File: src/pkg/core_regs_pkg.sv
// shared constants for the core register set
// assumes one 20 MHz clock and a synchronous active-low reset
package core_regs_pkg;
    localparam int          DATA_W        = 32;
    localparam int          NUM_GP        = 13;
    localparam int          IDX_W         = 4;
    localparam int          EXC_W         = 9;
    localparam int          PRIO_W        = 9;
    localparam int          CLK_MHZ       = 20;
    // operand index map
    localparam logic [3:0]  IDX_LOW_LAST  = 4'h7;
    localparam logic [3:0]  IDX_GP_LAST   = 4'hC;
    localparam logic [3:0]  IDX_STACK     = 4'hD;
    localparam logic [3:0]  IDX_LINK      = 4'hE;
    localparam logic [3:0]  IDX_IPTR      = 4'hF;
    // special register port offsets
    localparam logic [3:0]  SR_PSW        = 4'h0;
    localparam logic [3:0]  SR_FLAGS      = 4'h1;
    localparam logic [3:0]  SR_EXCNUM     = 4'h2;
    localparam logic [3:0]  SR_EXEC       = 4'h3;
    localparam logic [3:0]  SR_EMASK      = 4'h4;
    localparam logic [3:0]  SR_FMASK      = 4'h5;
    localparam logic [3:0]  SR_PRIO       = 4'h6;
    localparam logic [3:0]  SR_MODE       = 4'h7;
    localparam logic [3:0]  SR_MSP        = 4'h8;
    localparam logic [3:0]  SR_PSP        = 4'h9;
    // status word field layout
    localparam int          FLAGS_LSB     = 27;
    localparam int          FLAGS_MSB     = 31;
    localparam int          EXC_LSB       = 0;
    localparam int          EXC_MSB       = 8;
    localparam int          ICI_LSB       = 10;
    localparam int          ICI_MSB       = 15;
    localparam int          ITHI_LSB      = 25;
    localparam int          ITHI_MSB      = 26;
    localparam int          TBIT          = 24;
    localparam logic [31:0] FLAGS_MASK    = 32'hF800_0000;
    localparam logic [31:0] EXEC_MASK     = 32'h0600_FC00;
    localparam logic [31:0] SP_ALIGN_MASK = 32'hFFFF_FFFC;
    localparam logic [31:0] PC_ALIGN_MASK = 32'hFFFF_FFFE;
    localparam logic [31:0] ZERO_WORD     = 32'h0000_0000;
    localparam logic [31:0] EXEC_RESET    = 32'h0100_0000;
    localparam logic [8:0]  PRIO_RESET    = 9'h000;
    localparam logic [1:0]  MODE_RESET    = 2'h0;
    localparam int          MODE_USER     = 0;
    localparam int          MODE_ALTSP    = 1;
    // instruction encoding widths
    typedef enum logic [1:0] {
        ENC_NONE = 2'b00,
        ENC_16   = 2'b01,
        ENC_32   = 2'b11
    } enc_t;
endpackage

File: src/logic/operand_port.sv
// one operand read port of the core register set
// assumes the register values arrive already aligned
`timescale 1ns/1ns
module operand_port
    import core_regs_pkg::*;
(
    input  wire logic [3:0]        idx,
    input  wire logic              enc32,
    input  wire logic              high_ok16,
    input  wire logic [DATA_W-1:0] gp_val,
    input  wire logic [DATA_W-1:0] sp_val,
    input  wire logic [DATA_W-1:0] lr_val,
    input  wire logic [DATA_W-1:0] pc_val,
    output logic      [DATA_W-1:0] data,
    output logic                   legal
);
    always_comb begin
        data  = gp_val;
        legal = 1'b1;
        if (idx <= IDX_LOW_LAST) begin
            legal = 1'b1;
        end else if (idx <= IDX_GP_LAST) begin
            legal = enc32 | high_ok16;
        end else if (idx == IDX_STACK) begin
            data = sp_val;
        end else if (idx == IDX_LINK) begin
            data = lr_val;
        end else begin
            data = pc_val;
        end
    end
endmodule // operand_port

File: src/logic/mask_gate.sv
// decides whether a pending exception may be taken under the masks
// assumes lower priority value means more urgent
`timescale 1ns/1ns
module mask_gate
    import core_regs_pkg::*;
(
    input  wire logic              is_nmi,
    input  wire logic              is_hardfault,
    input  wire logic [PRIO_W-1:0] prio,
    input  wire logic              emask,
    input  wire logic              fmask,
    input  wire logic [PRIO_W-1:0] threshold,
    output logic                   allow
);
    logic thr_block;
    always_comb begin
        thr_block = (threshold != PRIO_RESET) && (prio >= threshold);
        if (is_nmi) begin
            allow = 1'b1;
        end else if (fmask) begin
            allow = 1'b0;
        end else if (is_hardfault) begin
            allow = 1'b1;
        end else if (emask) begin
            allow = 1'b0;
        end else begin
            allow = ~thr_block;
        end
    end
endmodule // mask_gate

File: src/logic/core_register_file.sv
// architectural register set: general bank, banked stack pointer,
// return link, instruction pointer, status word, masks and mode control
// assumes the core pipeline drives operand indices and write strobes
`timescale 1ns/1ns

// Functional notes
// - all core registers are 32 bits wide
// - low eight registers usable by every encoding
// - registers 8-12 only some 16-bit encodings
// - stack pointer low two bits read zero
// - return link captures address on call
// - instruction pointer bit zero reads zero
// - result flags in status bits 27-31
// - exception number in status bits 0-8
// - execution state bits 10-15 and 25-26
// - bit 24 stays one; clearing faults
// - status parts accessed combined or separately
// - exception mask allows only nmi, hardfault
// - fault mask allows only nmi
// - threshold blocks equal or lower urgency
// - threshold zero disables masking
// - mode bit zero selects user level
// - mode bit one selects alternate stack; code also uses it for user thread with bit one clear
// - mode bit one zero in handler
// - handler mode while servicing, always privileged
// - user level special access faults, except flags access and status word reads
module core_register_file
    import core_regs_pkg::*;
#(
    parameter int GP_COUNT = NUM_GP
) (
    input  wire logic              clk_sys,
    input  wire logic              resetn,
    // operand read ports
    input  wire logic [3:0]        rd_a_idx,
    input  wire logic [3:0]        rd_b_idx,
    input  wire logic [1:0]        rd_enc,
    input  wire logic              rd_high_ok16,
    output logic      [DATA_W-1:0] rd_a_data,
    output logic      [DATA_W-1:0] rd_b_data,
    output logic                   rd_illegal,
    // result write port
    input  wire logic              wr_en,
    input  wire logic [3:0]        wr_idx,
    input  wire logic [DATA_W-1:0] wr_data,
    // pipeline side
    input  wire logic              pc_load,
    input  wire logic [DATA_W-1:0] pc_next,
    input  wire logic              call_en,
    input  wire logic [DATA_W-1:0] call_ret,
    input  wire logic              flags_en,
    input  wire logic [4:0]        flags_in,
    input  wire logic              exc_enter,
    input  wire logic              exc_return,
    input  wire logic [EXC_W-1:0]  exc_num,
    // pending exception to gate
    input  wire logic              pend_valid,
    input  wire logic              pend_nmi,
    input  wire logic              pend_hardfault,
    input  wire logic [PRIO_W-1:0] pend_prio,
    // special register plain port
    input  wire logic [3:0]        sr_addr,
    input  wire logic [DATA_W-1:0] sr_wdata,
    input  wire logic              sr_wr,
    input  wire logic              sr_rd,
    output logic      [DATA_W-1:0] sr_rdata,
    // state outputs
    output logic      [DATA_W-1:0] stack_ptr,
    output logic      [DATA_W-1:0] instruction_pointer,
    output logic                   handler_mode,
    output logic                   user_level,
    output logic                   take_exception,
    output logic                   fault
);
    ////////////////////////////////////////////////////////////////////////
    // storage
    logic [DATA_W-1:0] gp_r     [GP_COUNT];
    logic [DATA_W-1:0] gp_nxt   [GP_COUNT];
    logic [DATA_W-1:0] msp_r,   msp_nxt;
    logic [DATA_W-1:0] psp_r,   psp_nxt;
    logic [DATA_W-1:0] lr_r,    lr_nxt;
    logic [DATA_W-1:0] pc_r,    pc_nxt;
    logic [4:0]        flags_r, flags_nxt;
    logic [EXC_W-1:0]  excn_r,  excn_nxt;
    logic [DATA_W-1:0] exec_r,  exec_nxt;
    logic              emask_r, emask_nxt;
    logic              fmask_r, fmask_nxt;
    logic [PRIO_W-1:0] prio_r,  prio_nxt;
    logic [1:0]        mode_r,  mode_nxt;
    logic [DATA_W-1:0] srd_r,   srd_nxt;
    logic              illg_r,  illg_nxt;
    logic              take_r,  take_nxt;
    logic              fault_r, fault_nxt;
    logic [DATA_W-1:0] rda_r,   rdb_r;
    logic [DATA_W-1:0] spo_r,   spo_nxt;
    logic              hdl_r,   hdl_nxt, usr_r, usr_nxt;

    ////////////////////////////////////////////////////////////////////////
    // views
    logic              in_handler;
    logic              is_user;
    logic              use_psp;
    logic [DATA_W-1:0] sp_view;
    logic [DATA_W-1:0] pc_view;
    logic [DATA_W-1:0] psw_view;
    logic [3:0]        gpi_a, gpi_b;
    logic [DATA_W-1:0] opa, opb;
    logic              lega, legb;
    logic              allow;

    assign in_handler = (excn_r != '0);
    assign is_user    = ~in_handler & mode_r[MODE_USER];
    // user thread always on process stack
    assign use_psp    = ~in_handler & (mode_r[MODE_ALTSP] | mode_r[MODE_USER]);
    assign sp_view    = (use_psp ? psp_r : msp_r) & SP_ALIGN_MASK;
    assign pc_view    = pc_r & PC_ALIGN_MASK;
    assign psw_view   = {flags_r, ZERO_WORD[FLAGS_LSB-1:EXC_MSB+1], excn_r} | (exec_r & EXEC_MASK)
                        | EXEC_RESET;
    assign gpi_a      = (rd_a_idx <= IDX_GP_LAST) ? rd_a_idx : 4'h0;
    assign gpi_b      = (rd_b_idx <= IDX_GP_LAST) ? rd_b_idx : 4'h0;

    operand_port u_port_a (
        .idx       (rd_a_idx),
        .enc32     (rd_enc == ENC_32),
        .high_ok16 (rd_high_ok16),
        .gp_val    (gp_r[gpi_a]),
        .sp_val    (sp_view),
        .lr_val    (lr_r),
        .pc_val    (pc_view),
        .data      (opa),
        .legal     (lega)
    );

    operand_port u_port_b (
        .idx       (rd_b_idx),
        .enc32     (rd_enc == ENC_32),
        .high_ok16 (rd_high_ok16),
        .gp_val    (gp_r[gpi_b]),
        .sp_val    (sp_view),
        .lr_val    (lr_r),
        .pc_val    (pc_view),
        .data      (opb),
        .legal     (legb)
    );

    mask_gate u_gate (
        .is_nmi       (pend_nmi),
        .is_hardfault (pend_hardfault),
        .prio         (pend_prio),
        .emask        (emask_r),
        .fmask        (fmask_r),
        .threshold    (prio_r),
        .allow        (allow)
    );

    ////////////////////////////////////////////////////////////////////////
    // next state
    always_comb begin
        for (int i = 0; i < GP_COUNT; i++) begin
            gp_nxt[i] = gp_r[i];
        end
        msp_nxt   = msp_r;
        psp_nxt   = psp_r;
        lr_nxt    = lr_r;
        pc_nxt    = pc_r;
        flags_nxt = flags_r;
        excn_nxt  = excn_r;
        exec_nxt  = exec_r;
        emask_nxt = emask_r;
        fmask_nxt = fmask_r;
        prio_nxt  = prio_r;
        mode_nxt  = mode_r;
        srd_nxt   = ZERO_WORD;
        fault_nxt = 1'b0;
        illg_nxt  = (rd_enc != ENC_NONE) & ~(lega & legb);
        take_nxt  = pend_valid & allow;

        // general write port
        if (wr_en) begin
            if (wr_idx <= IDX_GP_LAST) begin
                gp_nxt[wr_idx] = wr_data;
            end else if (wr_idx == IDX_STACK) begin
                if (use_psp) begin
                    psp_nxt = wr_data & SP_ALIGN_MASK;
                end else begin
                    msp_nxt = wr_data & SP_ALIGN_MASK;
                end
            end else if (wr_idx == IDX_LINK) begin
                lr_nxt = wr_data;
            end else begin
                pc_nxt = wr_data & PC_ALIGN_MASK;
            end
        end
        if (pc_load) begin
            pc_nxt = pc_next & PC_ALIGN_MASK;
        end
        if (call_en) begin
            lr_nxt = call_ret;
        end
        if (flags_en) begin
            flags_nxt = flags_in;
        end

        // special register writes, blocked at user level except flags
        if (sr_wr) begin
            if (sr_addr == SR_FLAGS) begin
                flags_nxt = sr_wdata[FLAGS_MSB:FLAGS_LSB];
            end else if (is_user) begin
                fault_nxt = 1'b1;
            end else if (sr_addr == SR_PSW) begin
                flags_nxt = sr_wdata[FLAGS_MSB:FLAGS_LSB];
                exec_nxt  = (sr_wdata & EXEC_MASK) | EXEC_RESET;
                fault_nxt = ~sr_wdata[TBIT];
            end else if (sr_addr == SR_EXEC) begin
                exec_nxt  = (sr_wdata & EXEC_MASK) | EXEC_RESET;
                fault_nxt = ~sr_wdata[TBIT];
            end else if (sr_addr == SR_EMASK) begin
                emask_nxt = sr_wdata[0];
            end else if (sr_addr == SR_FMASK) begin
                fmask_nxt = sr_wdata[0];
            end else if (sr_addr == SR_PRIO) begin
                prio_nxt = sr_wdata[PRIO_W-1:0];
            end else if (sr_addr == SR_MODE) begin
                mode_nxt[MODE_USER]  = sr_wdata[MODE_USER];
                mode_nxt[MODE_ALTSP] = sr_wdata[MODE_ALTSP] & ~in_handler;
            end else if (sr_addr == SR_MSP) begin
                msp_nxt = sr_wdata & SP_ALIGN_MASK;
            end else if (sr_addr == SR_PSP) begin
                psp_nxt = sr_wdata & SP_ALIGN_MASK;
            end
        end

        // special register reads, one cycle later
        if (sr_rd) begin
            if (sr_addr == SR_PSW) begin
                srd_nxt = psw_view;
            end else if (sr_addr == SR_FLAGS) begin
                srd_nxt = psw_view & FLAGS_MASK;
            end else if (is_user) begin
                fault_nxt = 1'b1;
            end else if (sr_addr == SR_EXCNUM) begin
                srd_nxt = {23'h00_0000, excn_r};
            end else if (sr_addr == SR_EXEC) begin
                srd_nxt = (exec_r & EXEC_MASK) | EXEC_RESET;
            end else if (sr_addr == SR_EMASK) begin
                srd_nxt = {31'h0000_0000, emask_r};
            end else if (sr_addr == SR_FMASK) begin
                srd_nxt = {31'h0000_0000, fmask_r};
            end else if (sr_addr == SR_PRIO) begin
                srd_nxt = {23'h00_0000, prio_r};
            end else if (sr_addr == SR_MODE) begin
                srd_nxt = {30'h0000_0000, mode_r};
            end else if (sr_addr == SR_MSP) begin
                srd_nxt = msp_r & SP_ALIGN_MASK;
            end else if (sr_addr == SR_PSP) begin
                srd_nxt = psp_r & SP_ALIGN_MASK;
            end
        end

        // exception entry/return moves between thread and handler
        if (exc_enter) begin
            excn_nxt = exc_num;
        end else if (exc_return) begin
            excn_nxt = '0;
        end
        if (exc_enter && exc_num != '0) begin
            mode_nxt[MODE_ALTSP] = 1'b0;
        end
        hdl_nxt = (excn_nxt != '0);
        usr_nxt = ~hdl_nxt & mode_nxt[MODE_USER];
        spo_nxt = (usr_nxt | ~hdl_nxt & mode_nxt[MODE_ALTSP]) ? psp_nxt : msp_nxt;
    end

    ////////////////////////////////////////////////////////////////////////
    // registers
    always_ff @(posedge clk_sys) begin
        if (!resetn) begin
            for (int i = 0; i < GP_COUNT; i++) begin
                gp_r[i] <= ZERO_WORD;
            end
            msp_r   <= ZERO_WORD;
            psp_r   <= ZERO_WORD;
            lr_r    <= ZERO_WORD;
            pc_r    <= ZERO_WORD;
            flags_r <= 5'h00;
            excn_r  <= 9'h000;
            exec_r  <= EXEC_RESET;
            emask_r <= 1'b0;
            fmask_r <= 1'b0;
            prio_r  <= PRIO_RESET;
            mode_r  <= MODE_RESET;
            srd_r   <= ZERO_WORD;
            illg_r  <= 1'b0;
            take_r  <= 1'b0;
            fault_r <= 1'b0;
            rda_r   <= ZERO_WORD;
            rdb_r   <= ZERO_WORD;
            hdl_r   <= 1'b0;
            usr_r   <= 1'b0;
            spo_r   <= ZERO_WORD;
        end else begin
            for (int i = 0; i < GP_COUNT; i++) begin
                gp_r[i] <= gp_nxt[i];
            end
            msp_r   <= msp_nxt;
            psp_r   <= psp_nxt;
            lr_r    <= lr_nxt;
            pc_r    <= pc_nxt;
            flags_r <= flags_nxt;
            excn_r  <= excn_nxt;
            exec_r  <= exec_nxt;
            emask_r <= emask_nxt;
            fmask_r <= fmask_nxt;
            prio_r  <= prio_nxt;
            mode_r  <= mode_nxt;
            srd_r   <= srd_nxt;
            illg_r  <= illg_nxt;
            take_r  <= take_nxt;
            fault_r <= fault_nxt;
            rda_r   <= opa;
            rdb_r   <= opb;
            hdl_r   <= hdl_nxt;
            usr_r   <= usr_nxt;
            spo_r   <= spo_nxt;
        end
    end

    assign rd_a_data           = rda_r;
    assign rd_b_data           = rdb_r;
    assign rd_illegal          = illg_r;
    assign sr_rdata            = srd_r;
    assign stack_ptr           = spo_r;
    assign instruction_pointer = pc_r;
    assign handler_mode        = hdl_r;
    assign user_level          = usr_r;
    assign take_exception      = take_r;
    assign fault               = fault_r;
endmodule // core_register_file

File: config.mk
export PLATFORM = sky130hd
export DESIGN_NAME = core_register_file
export DESIGN_NICKNAME = d
export VERILOG_FILES = /design/src/pkg/core_regs_pkg.sv /design/src/logic/operand_port.sv /design/src/logic/mask_gate.sv /design/src/logic/core_register_file.sv
export SDC_FILE = /design/constraint.sdc
export NUM_CORES = 2
export LEC_CHECK = 0
export BUFFER_PORTS_ARGS = -buffer_cell sky130_fd_sc_hd__buf_4
export CORE_MARGIN = 10
export CORE_UTILIZATION = 50
export CTS_CLUSTER_SIZE = 28
export DETAILED_ROUTE_END_ITERATION = 7
export PLACE_DENSITY = 0.69
export SYNTH_ARGS = -nofsm -noshare
export SYNTH_HDL_FRONTEND = slang
export SYNTH_SLANG_ARGS = --single-unit
File: constraint.sdc
create_clock -name clk_sys -period 6.6 [get_ports clk_sys]
set_input_delay 1.32 -clock clk_sys [delete_from_list [all_inputs] [get_ports clk_sys]]
set_output_delay 1.32 -clock clk_sys [all_outputs]
set_load 0.005 [all_outputs]
Yosys cells after proc, flatten, opt, wreduce, memory -nomap -nowiden
Memory sizes are Yosys's and may differ from the RTL's.
Index checks and enable logic that the tools add are counted.
{"block": "word_totals", "memories": 1, "rom_bits": 0, "regBits": 314, "latchBits": 0, "ramBits": 416, "word_cells": 225}
{"name": "gp_r", "words": 13, "width": 32, "rd": 15, "rd_clocked_by_memory_dff": 0, "write_ports": 13, "line_no": "core_register_file.sv:77", "source": "logic [DATA_W-1:0] gp_r [GP_COUNT];"}
{"block": "op_classes", "n_eq_ne": 21, "mux": 118, "n_shift": 0, "multipliers": 0, "reduce_logical": 20, "div_mod_pow": 0, "magnitude_cmp": 8, "n_addsub": 0, "bitwise_logic": 37}
{"operator": "$mux 32", "n": 74}
{"operator": "$mux 416", "n": 2}
{"operator": "$bwmux 416", "n": 1}
{"operator": "$demux 32 s4", "n": 1}
{"operator": "$mux 27", "n": 2}
{"operator": "$reduce_bool 9->1", "n": 4}
{"operator": "$eq 4x4->1 const B", "n": 8}
{"operator": "$or 32x27->32", "n": 1}
{"operator": "$mux 5", "n": 5}
{"operator": "$mux 1", "n": 20}
{"operator": "$mux 2", "n": 9}
{"operator": "$mux 9", "n": 2}
{"operator": "$eq 4x3->1 const B", "n": 4}
{"operator": "$or 1x1->1", "n": 16}
{"operator": "$le 4x4->1 const B", "n": 3}
{"operator": "$reduce_and 4->1", "n": 3}
{"operator": "$not 1->1", "n": 11}
{"operator": "$ne 2x2->1 const B", "n": 5}
{"operator": "$reduce_bool 2->1", "n": 5}
{"operator": "$ge 9x9->1", "n": 1}
{"operator": "$and 1x1->1", "n": 8}
{"operator": "$eq 4x2->1 const B", "n": 2}
{"operator": "$le 4x3->1 const B", "n": 2}
{"operator": "$mux 4", "n": 2}
{"operator": "other kinds (11)", "n": 13}

Longest topological paths before layout
{"block": "logic_depth", "ltp_word": 19, "mapped_depth": 9}

By module
From an unflattened synthesis, not the netlist that was laid out.
{"block": "unflattened", "hier_cells": 4713, "hier_area_um2": 38247.9}
{"mod": "core_register_file", "area_per_inst_um2": 34916.0, "instances": 1, "cells_each": 4217}
{"mod": "operand_port", "area_per_inst_um2": 1535.2, "instances": 2, "cells_each": 230}
{"mod": "mask_gate", "area_per_inst_um2": 261.5, "instances": 1, "cells_each": 36}

Worst setup path before layout
OpenSTA, ideal clock, no wires.
{"block": "synth_path", "path_kind": "input port to flip-flop", "from": "input sr_addr[1]", "to": "register spo_r[10] (netlist: stack_ptr[10])", "setup_slack_ps": 3261, "cell_stages": 7, "path_buffers": 2, "t_required_ps": 6479, "setup_ps": 121, "arrival_ps": 3219, "path_cell_list": "clkbuf_1 -> and4b_1 -> nand2_1 -> mux2_2 -> o311ai_1 -> buf_2 -> mux2_2"}
{"block": "synth_via", "elab_chain_len": 14}
{"item": "from (decl)", "line_no": "core_register_file.sv:62", "source": "input wire logic [3:0] sr_addr,"}
{"item": "$eq 4x3->1", "line_no": "core_register_file.sv:223", "source": "end else if (sr_addr == SR_MODE) begin"}
{"item": "$mux 2", "line_no": "core_register_file.sv:223"}
{"item": "$mux 2", "line_no": "core_register_file.sv:221", "source": "end else if (sr_addr == SR_PRIO) begin"}
{"item": "$mux 2", "line_no": "core_register_file.sv:219", "source": "end else if (sr_addr == SR_FMASK) begin"}
{"item": "$mux 2", "line_no": "core_register_file.sv:217", "source": "end else if (sr_addr == SR_EMASK) begin"}
{"item": "$mux 2", "line_no": "core_register_file.sv:214", "source": "end else if (sr_addr == SR_EXEC) begin"}
{"item": "$mux 2", "line_no": "core_register_file.sv:210", "source": "end else if (sr_addr == SR_PSW) begin"}
{"item": "$mux 2", "line_no": "core_register_file.sv:208", "source": "end else if (is_user) begin"}
{"item": "$mux 2", "line_no": "core_register_file.sv:206", "source": "if (sr_addr == SR_FLAGS) begin"}
{"item": "$mux 2", "line_no": "core_register_file.sv:205", "source": "if (sr_wr) begin"}
{"item": "$mux 1", "line_no": "core_register_file.sv:266", "source": "if (exc_enter && exc_num != '0) begin"}
{"item": "$and 1x1->1", "line_no": "core_register_file.sv:271", "source": "spo_nxt = (usr_nxt | ~hdl_nxt & mode_nxt[MODE_ALTSP]) ? psp_nxt : msp_nxt;"}
{"item": "$or 1x1->1", "line_no": "core_register_file.sv:271"}
{"item": "$mux 32 *", "line_no": "core_register_file.sv:271"}
{"item": "to (signal assigned)", "line_no": "core_register_file.sv:324", "source": "spo_r <= spo_nxt;"}
{"item": "to (decl)", "line_no": "core_register_file.sv:95", "source": "logic [DATA_W-1:0] spo_r, spo_nxt;"}
Mark *: on every way between the ends. The rest lies on a longest branch, timed or not.
A chain may end at the register's enable or synchronous reset.

Worst setup path in the final report
{"block": "layout_path", "from": "input rd_a_idx[0]", "to": "register rda_r[20] (netlist: rd_a_data[20])"}
{"block": "layout_via", "elab_chain_len": 5}
{"item": "from (decl)", "line_no": "core_register_file.sv:35", "source": "input wire logic [3:0] rd_a_idx,"}
{"item": "$le 4x4->1 / $eq 4x4->1 (equally long branches)", "line_no": "operand_port.sv:22, core_register_file.sv:119, operand_port.sv:26"}
{"item": "$mux 4 / $mux 32 (equally long branches)", "line_no": "core_register_file.sv:119, operand_port.sv:26"}
{"item": "$mem_v2 13x32 / $mux 32 (equally long branches)"}
{"item": "$mux 32", "line_no": "operand_port.sv:22", "source": "end else if (idx <= IDX_GP_LAST) begin"}
{"item": "$mux 32 *", "line_no": "operand_port.sv:20", "source": "if (idx <= IDX_LOW_LAST) begin"}
{"item": "to (signal assigned)", "line_no": "core_register_file.sv:320", "source": "rda_r <= opa;"}
{"item": "to (decl)", "line_no": "core_register_file.sv:94", "source": "logic [DATA_W-1:0] rda_r, rdb_r;"}
Marks and branches as above.

==> tab_implementation.tex <==
\begin{tabular}{lr}
\hline
Metric & Value \\
\hline
\multicolumn{2}{l}{\textbf{Synthesis}} \\
\quad Number of flops mapped to enable cells by yosys & 0 \\
\quad Sequential area share after synthesis & 39.7\% \\
\quad Synthesized flop and latch total & 711 \\
\quad Proportion of register bits with asynchronous set or reset after synthesis & 0\% \\
\quad Dominant synthesized flop cell & sky130\_fd\_sc\_hd\_\_dfxtp\_1 \\
\quad Most instantiated library cell after synthesis & sky130\_fd\_sc\_hd\_\_nand2\_1 \\
\quad Leading post-synthesis cells by cell area & sky130\_fd\_sc\_hd\_\_dfxtp\_1 40\%, sky130\_fd\_sc\_hd\_\_nand2\_1 12\%, sky130\_fd\_sc\_hd\_\_a21oi\_1 8.5\% \\
\quad Syn avg cell area & 7.80 sq um \\
\quad Synth Instances & 4599 \\
\quad Netlist Area Pre-Place & 35900 sq um \\
\quad Ranking of synthesized cells by instance count & 1134 x sky130\_fd\_sc\_hd\_\_nand2\_1, 711 x sky130\_fd\_sc\_hd\_\_dfxtp\_1, 610 x sky130\_fd\_sc\_hd\_\_a21oi\_1 \\
\quad Synth area leader & sky130\_fd\_sc\_hd\_\_dfxtp\_1 \\
\quad Synthesized Nets & 4791 \\
\quad Number of unique standard cell types used by synthesis & 73 \\
\quad Synth warnings & 0 \\
\quad Share of the synthesized area in the top cell type & 39.7\% \\
\multicolumn{2}{l}{\textbf{Clock tree}} \\
\quad Buffer type at the clock tree root & sky130\_fd\_sc\_hd\_\_clkbuf\_16 \\
\quad Worst-Skew Late Latency & 0.63 ns \\
\quad Post-CTS Repair Setup Buffers & 0 \\
\quad Clock slew at the register clock pins of the worst setup and hold paths & 0.06 ns \\
\quad Clock buffer count from CTS & 74 \\
\quad Depth of the CTS H-tree & 3 \\
\quad CTS tree & done \\
\quad Clock net sink count & 711 \\
\quad Count of instances resized after the clock tree is built & 0 \\
\quad Clock tree buffer depth & 3 \\
\quad Hold-fix buffer count after cts & 0 \\
\multicolumn{2}{l}{\textbf{Timing}} \\
\quad Measured slew at the worst slew-check pin & 1.25 ns \\
\quad Accumulated negative setup slack & 0 ns \\
\quad Top achievable clock speed & 254 MHz \\
\quad Setup repair after global routing missed its margin & false \\
\quad Relative slew margins & 16.4\% \\
\quad Final period demand of the worst path & 3.94 ns \\
\quad Least setup slack across all paths after layout & 2.66 ns \\
\quad Fin Clk Skew & 0.0309 ns \\
\quad Final worst-path cycle share & 59.7\% \\
\quad Final-report setup violation count & 0 \\
\quad Count of endpoints failing hold in the final timing report & 0 \\
\quad Number of pins with negative max-slew slack in the final report & 0 \\
\multicolumn{2}{l}{\textbf{Worst setup path}} \\
\quad CP top delay family & buffers and inverters \\
\quad Type of origin of the critical path & input port \\
\quad Startpoint of the worst-slack reg-to-reg timing path & excn\_r[3] \\
\quad Worst R2R Setup Slack & 3.16 ns \\
\quad Critical-path cell list & buf\_6, buf\_4, and3\_1, buf\_4, a21oi\_1, a21oi\_1, o221ai\_1 \\
\quad Endpoint of the lowest-slack register-to-register path & rd\_b\_data[27] \\
\quad Worst Setup End Kind & flip-flop \\
\quad Buffering stage count on the worst path with inverters included & 3 \\
\quad Data arrival time at the worst-slack endpoint & 4.38 ns \\
\quad Slowest stage cell, crit path & sky130\_fd\_sc\_hd\_\_and3\_1 \\
\quad Startpoint-to-endpoint class of the critical path & input port to flip-flop \\
\quad Critical Path Fanout Max & 69 \\
\quad Endpoint required time on the critical path & 7.05 ns \\
\quad Worst reg2reg path depth & 6 \\
\quad Slowest Stage Delay on Critical Path & 0.94 ns \\
\multicolumn{2}{l}{\textbf{Detailed routing}} \\
\quad Vias per inst & 6.39 \\
\quad Detailed-route wire length & 144000 um \\
\quad Initial DRC Count & 5550 \\
\quad DRC viols & 0 \\
\quad Routed len/inst & 25.5 um \\
\quad DR pass1 iterations & 6 \\
\quad Post-detailed-route count of antenna-violating nets & 0 \\
\quad Via count & 36084 \\
\multicolumn{2}{l}{\textbf{Placed design}} \\
\quad Pre-CTS worst setup slack & 2.21 ns \\
\quad Standard cell area after detailed placement & 38600 sq um \\
\quad Routability cong. & 0.968 \\
\quad Port Buf Inserts & 345 \\
\quad HPWL after DPL & 95200 um \\
\multicolumn{2}{l}{\textbf{Floorplan}} \\
\quad Number of core rows & 98 \\
\quad Die boundary height & 288 um \\
\quad Number of top-level design ports & 348 \\
\quad Area of the die & 82900 sq um \\
\quad Total core area & 71400 sq um \\
\quad Starting density of the core & 50.3\% \\
\quad Overall die width & 288 um \\
\multicolumn{2}{l}{\textbf{Hold path}} \\
\quad Hold Crit Endpoint & gp\_r[8][0] \\
\quad Class of the most critical hold timing path & flip-flop to flip-flop \\
\quad Min-Delay Startpoint & gp\_r[8][0] \\
\quad Number of cells traversed by the worst hold path & 2 \\
\multicolumn{2}{l}{\textbf{Pwr}} \\
\quad Worst voltage drop across the vdd grid & 0.183 mV \\
\quad Power density of the placed cells & 242 nW/um\^{}2 \\
\quad Static leakage & 15.5 nW \\
\multicolumn{2}{l}{\textbf{Global routing}} \\
\quad Number of global-route vias before repair & 32938 \\
\quad First-pass GRT wire length & 213000 um \\
\quad Antenna violations before repair & 9 \\
\quad Total gr overflow & 0 \\
\quad Pin count of the biggest net entering global routing & 136 \\
\quad GRT Resource Usage Total & 32.9\% \\
\multicolumn{2}{l}{\textbf{Run status}} \\
\quad Result of the run & finished, final reports clean \\
\multicolumn{2}{l}{\textbf{Finish}} \\
\quad Post-synthesis to final-layout area growth & 14.4\% \\
\quad Proportion of layout cells with a drive suffix above 1 & 16.4\% \\
\quad Finished Cell Area & 41100 sq um \\
\quad Post-layout net count & 4836 \\
\multicolumn{2}{l}{\textbf{Flow run}} \\
\quad Maxcap violations & 0 \\
\hline
\end{tabular}
where the power goes:
part,switching [mW],leakage (nW),internal (mW)
Combinational,0.777,8.54,0.401
Sequential,0.0870,5.76,4.40
Clock,1.79,1.18,2.48
cell type report:
cell class | count | area, sq um
clock inverter | 16 | 213
tap | 950 | 1190
timing repair buffer | 427 | 3230
clock buffer | 113 | 2190
fill | 6561 | 30300
multi-input combinational | 3413 | 19900
inverter | 17 | 71.3
sequential | 711 | 14200
antenna | 4 | 10.0
kinds of logic after synthesis:
family / after synthesis / share of synthesized area [%]
buffers and inverters: 475 / 5.28
other: 1 / 0.0104
xor gates and xnor gates: 1 / 0.0244
DFF: 711 / 39.7
adders and majority gates: 9 / 0.314
muxes: 478 / 14.3
AOI/OAI and AO/OA: 1235 / 20.7
and+or+nand+nor: 1689 / 19.8
placed cells by master (no fill, tap or decap), drive strengths merged, types with 46 or more instances in the layout:
cell	synthesis	final
a21oi	610	610
a22oi	48	48
buf	74	427
clkbuf	384	113
dfxtp	711	711
mux2	185	185
mux2i	285	285
nand2	1134	1134
nand2b	46	46
nand3	171	171
nor2	174	174
o21ai	203	203
o221ai	66	66
how the worst max path moves through the flow:
stage                 from  slack (ns)  cells past startpoint       endpoint
6_report       rd_a_idx[0]        2.66                      7  rd_a_data[20]
5_1_grt        rd_a_idx[0]        2.66                      7  rd_a_data[19]
4_1_cts        rd_a_idx[0]        2.85                      7  rd_a_data[20]
3_5_place_dp   rd_a_idx[0]        2.21                      7  rd_a_data[20]
3_3_place_gp   rd_a_idx[0]        2.22                      7  rd_a_data[20]
2_1_floorplan   sr_addr[1]        3.26                      7  stack_ptr[10]
state kept, by name, indices dropped and copies added (netlist names):
name	flops
gp_r	416
lr_r	32
msp_r	32
psp_r	32
rd_a_data	32
rd_b_data	32
sr_rdata	32
stack_ptr	32
instruction_pointer	31
excn_r	9
prio_r	9
exec_r	8
flags_r	5
mode_r	2
emask_r	1
fault	1
fmask_r	1
handler_mode	1
rd_illegal	1
take_exception	1
user_level	1
stage by stage:
step	instances	util, %	hold WS [ns]	power (mW)
2_1_floorplan	4599	-	0.439	5.20
3_3_place_gp	5518	54.1	0.446	5.70
3_5_place_dp	5518	54.1	0.453	5.71
4_1_cts	5647	57.5	0.462	9.90
5_1_grt	5651	57.5	0.480	10.2
6_report	5651	57.5	0.463	9.94
tightest hold or removal path, stage by stage (launching register included):
cell                      delay (ns)
sky130_fd_sc_hd__dfxtp_1        0.31
sky130_fd_sc_hd__nand2_1        0.05
sky130_fd_sc_hd__a21oi_1        0.05
per-layer routing:
layer,share of wire (%),wire [um],GRT usage (%),vias to the layer above
li1,-,-,-,16213
met1,39,56500,44.1,17145
met2,44,63400,50.4,2345
met3,13,18400,8.22,371
met4,4.0,5720,12.9,10
met5,0.045,65,0,-
Power figures use the tool's default switching activity.
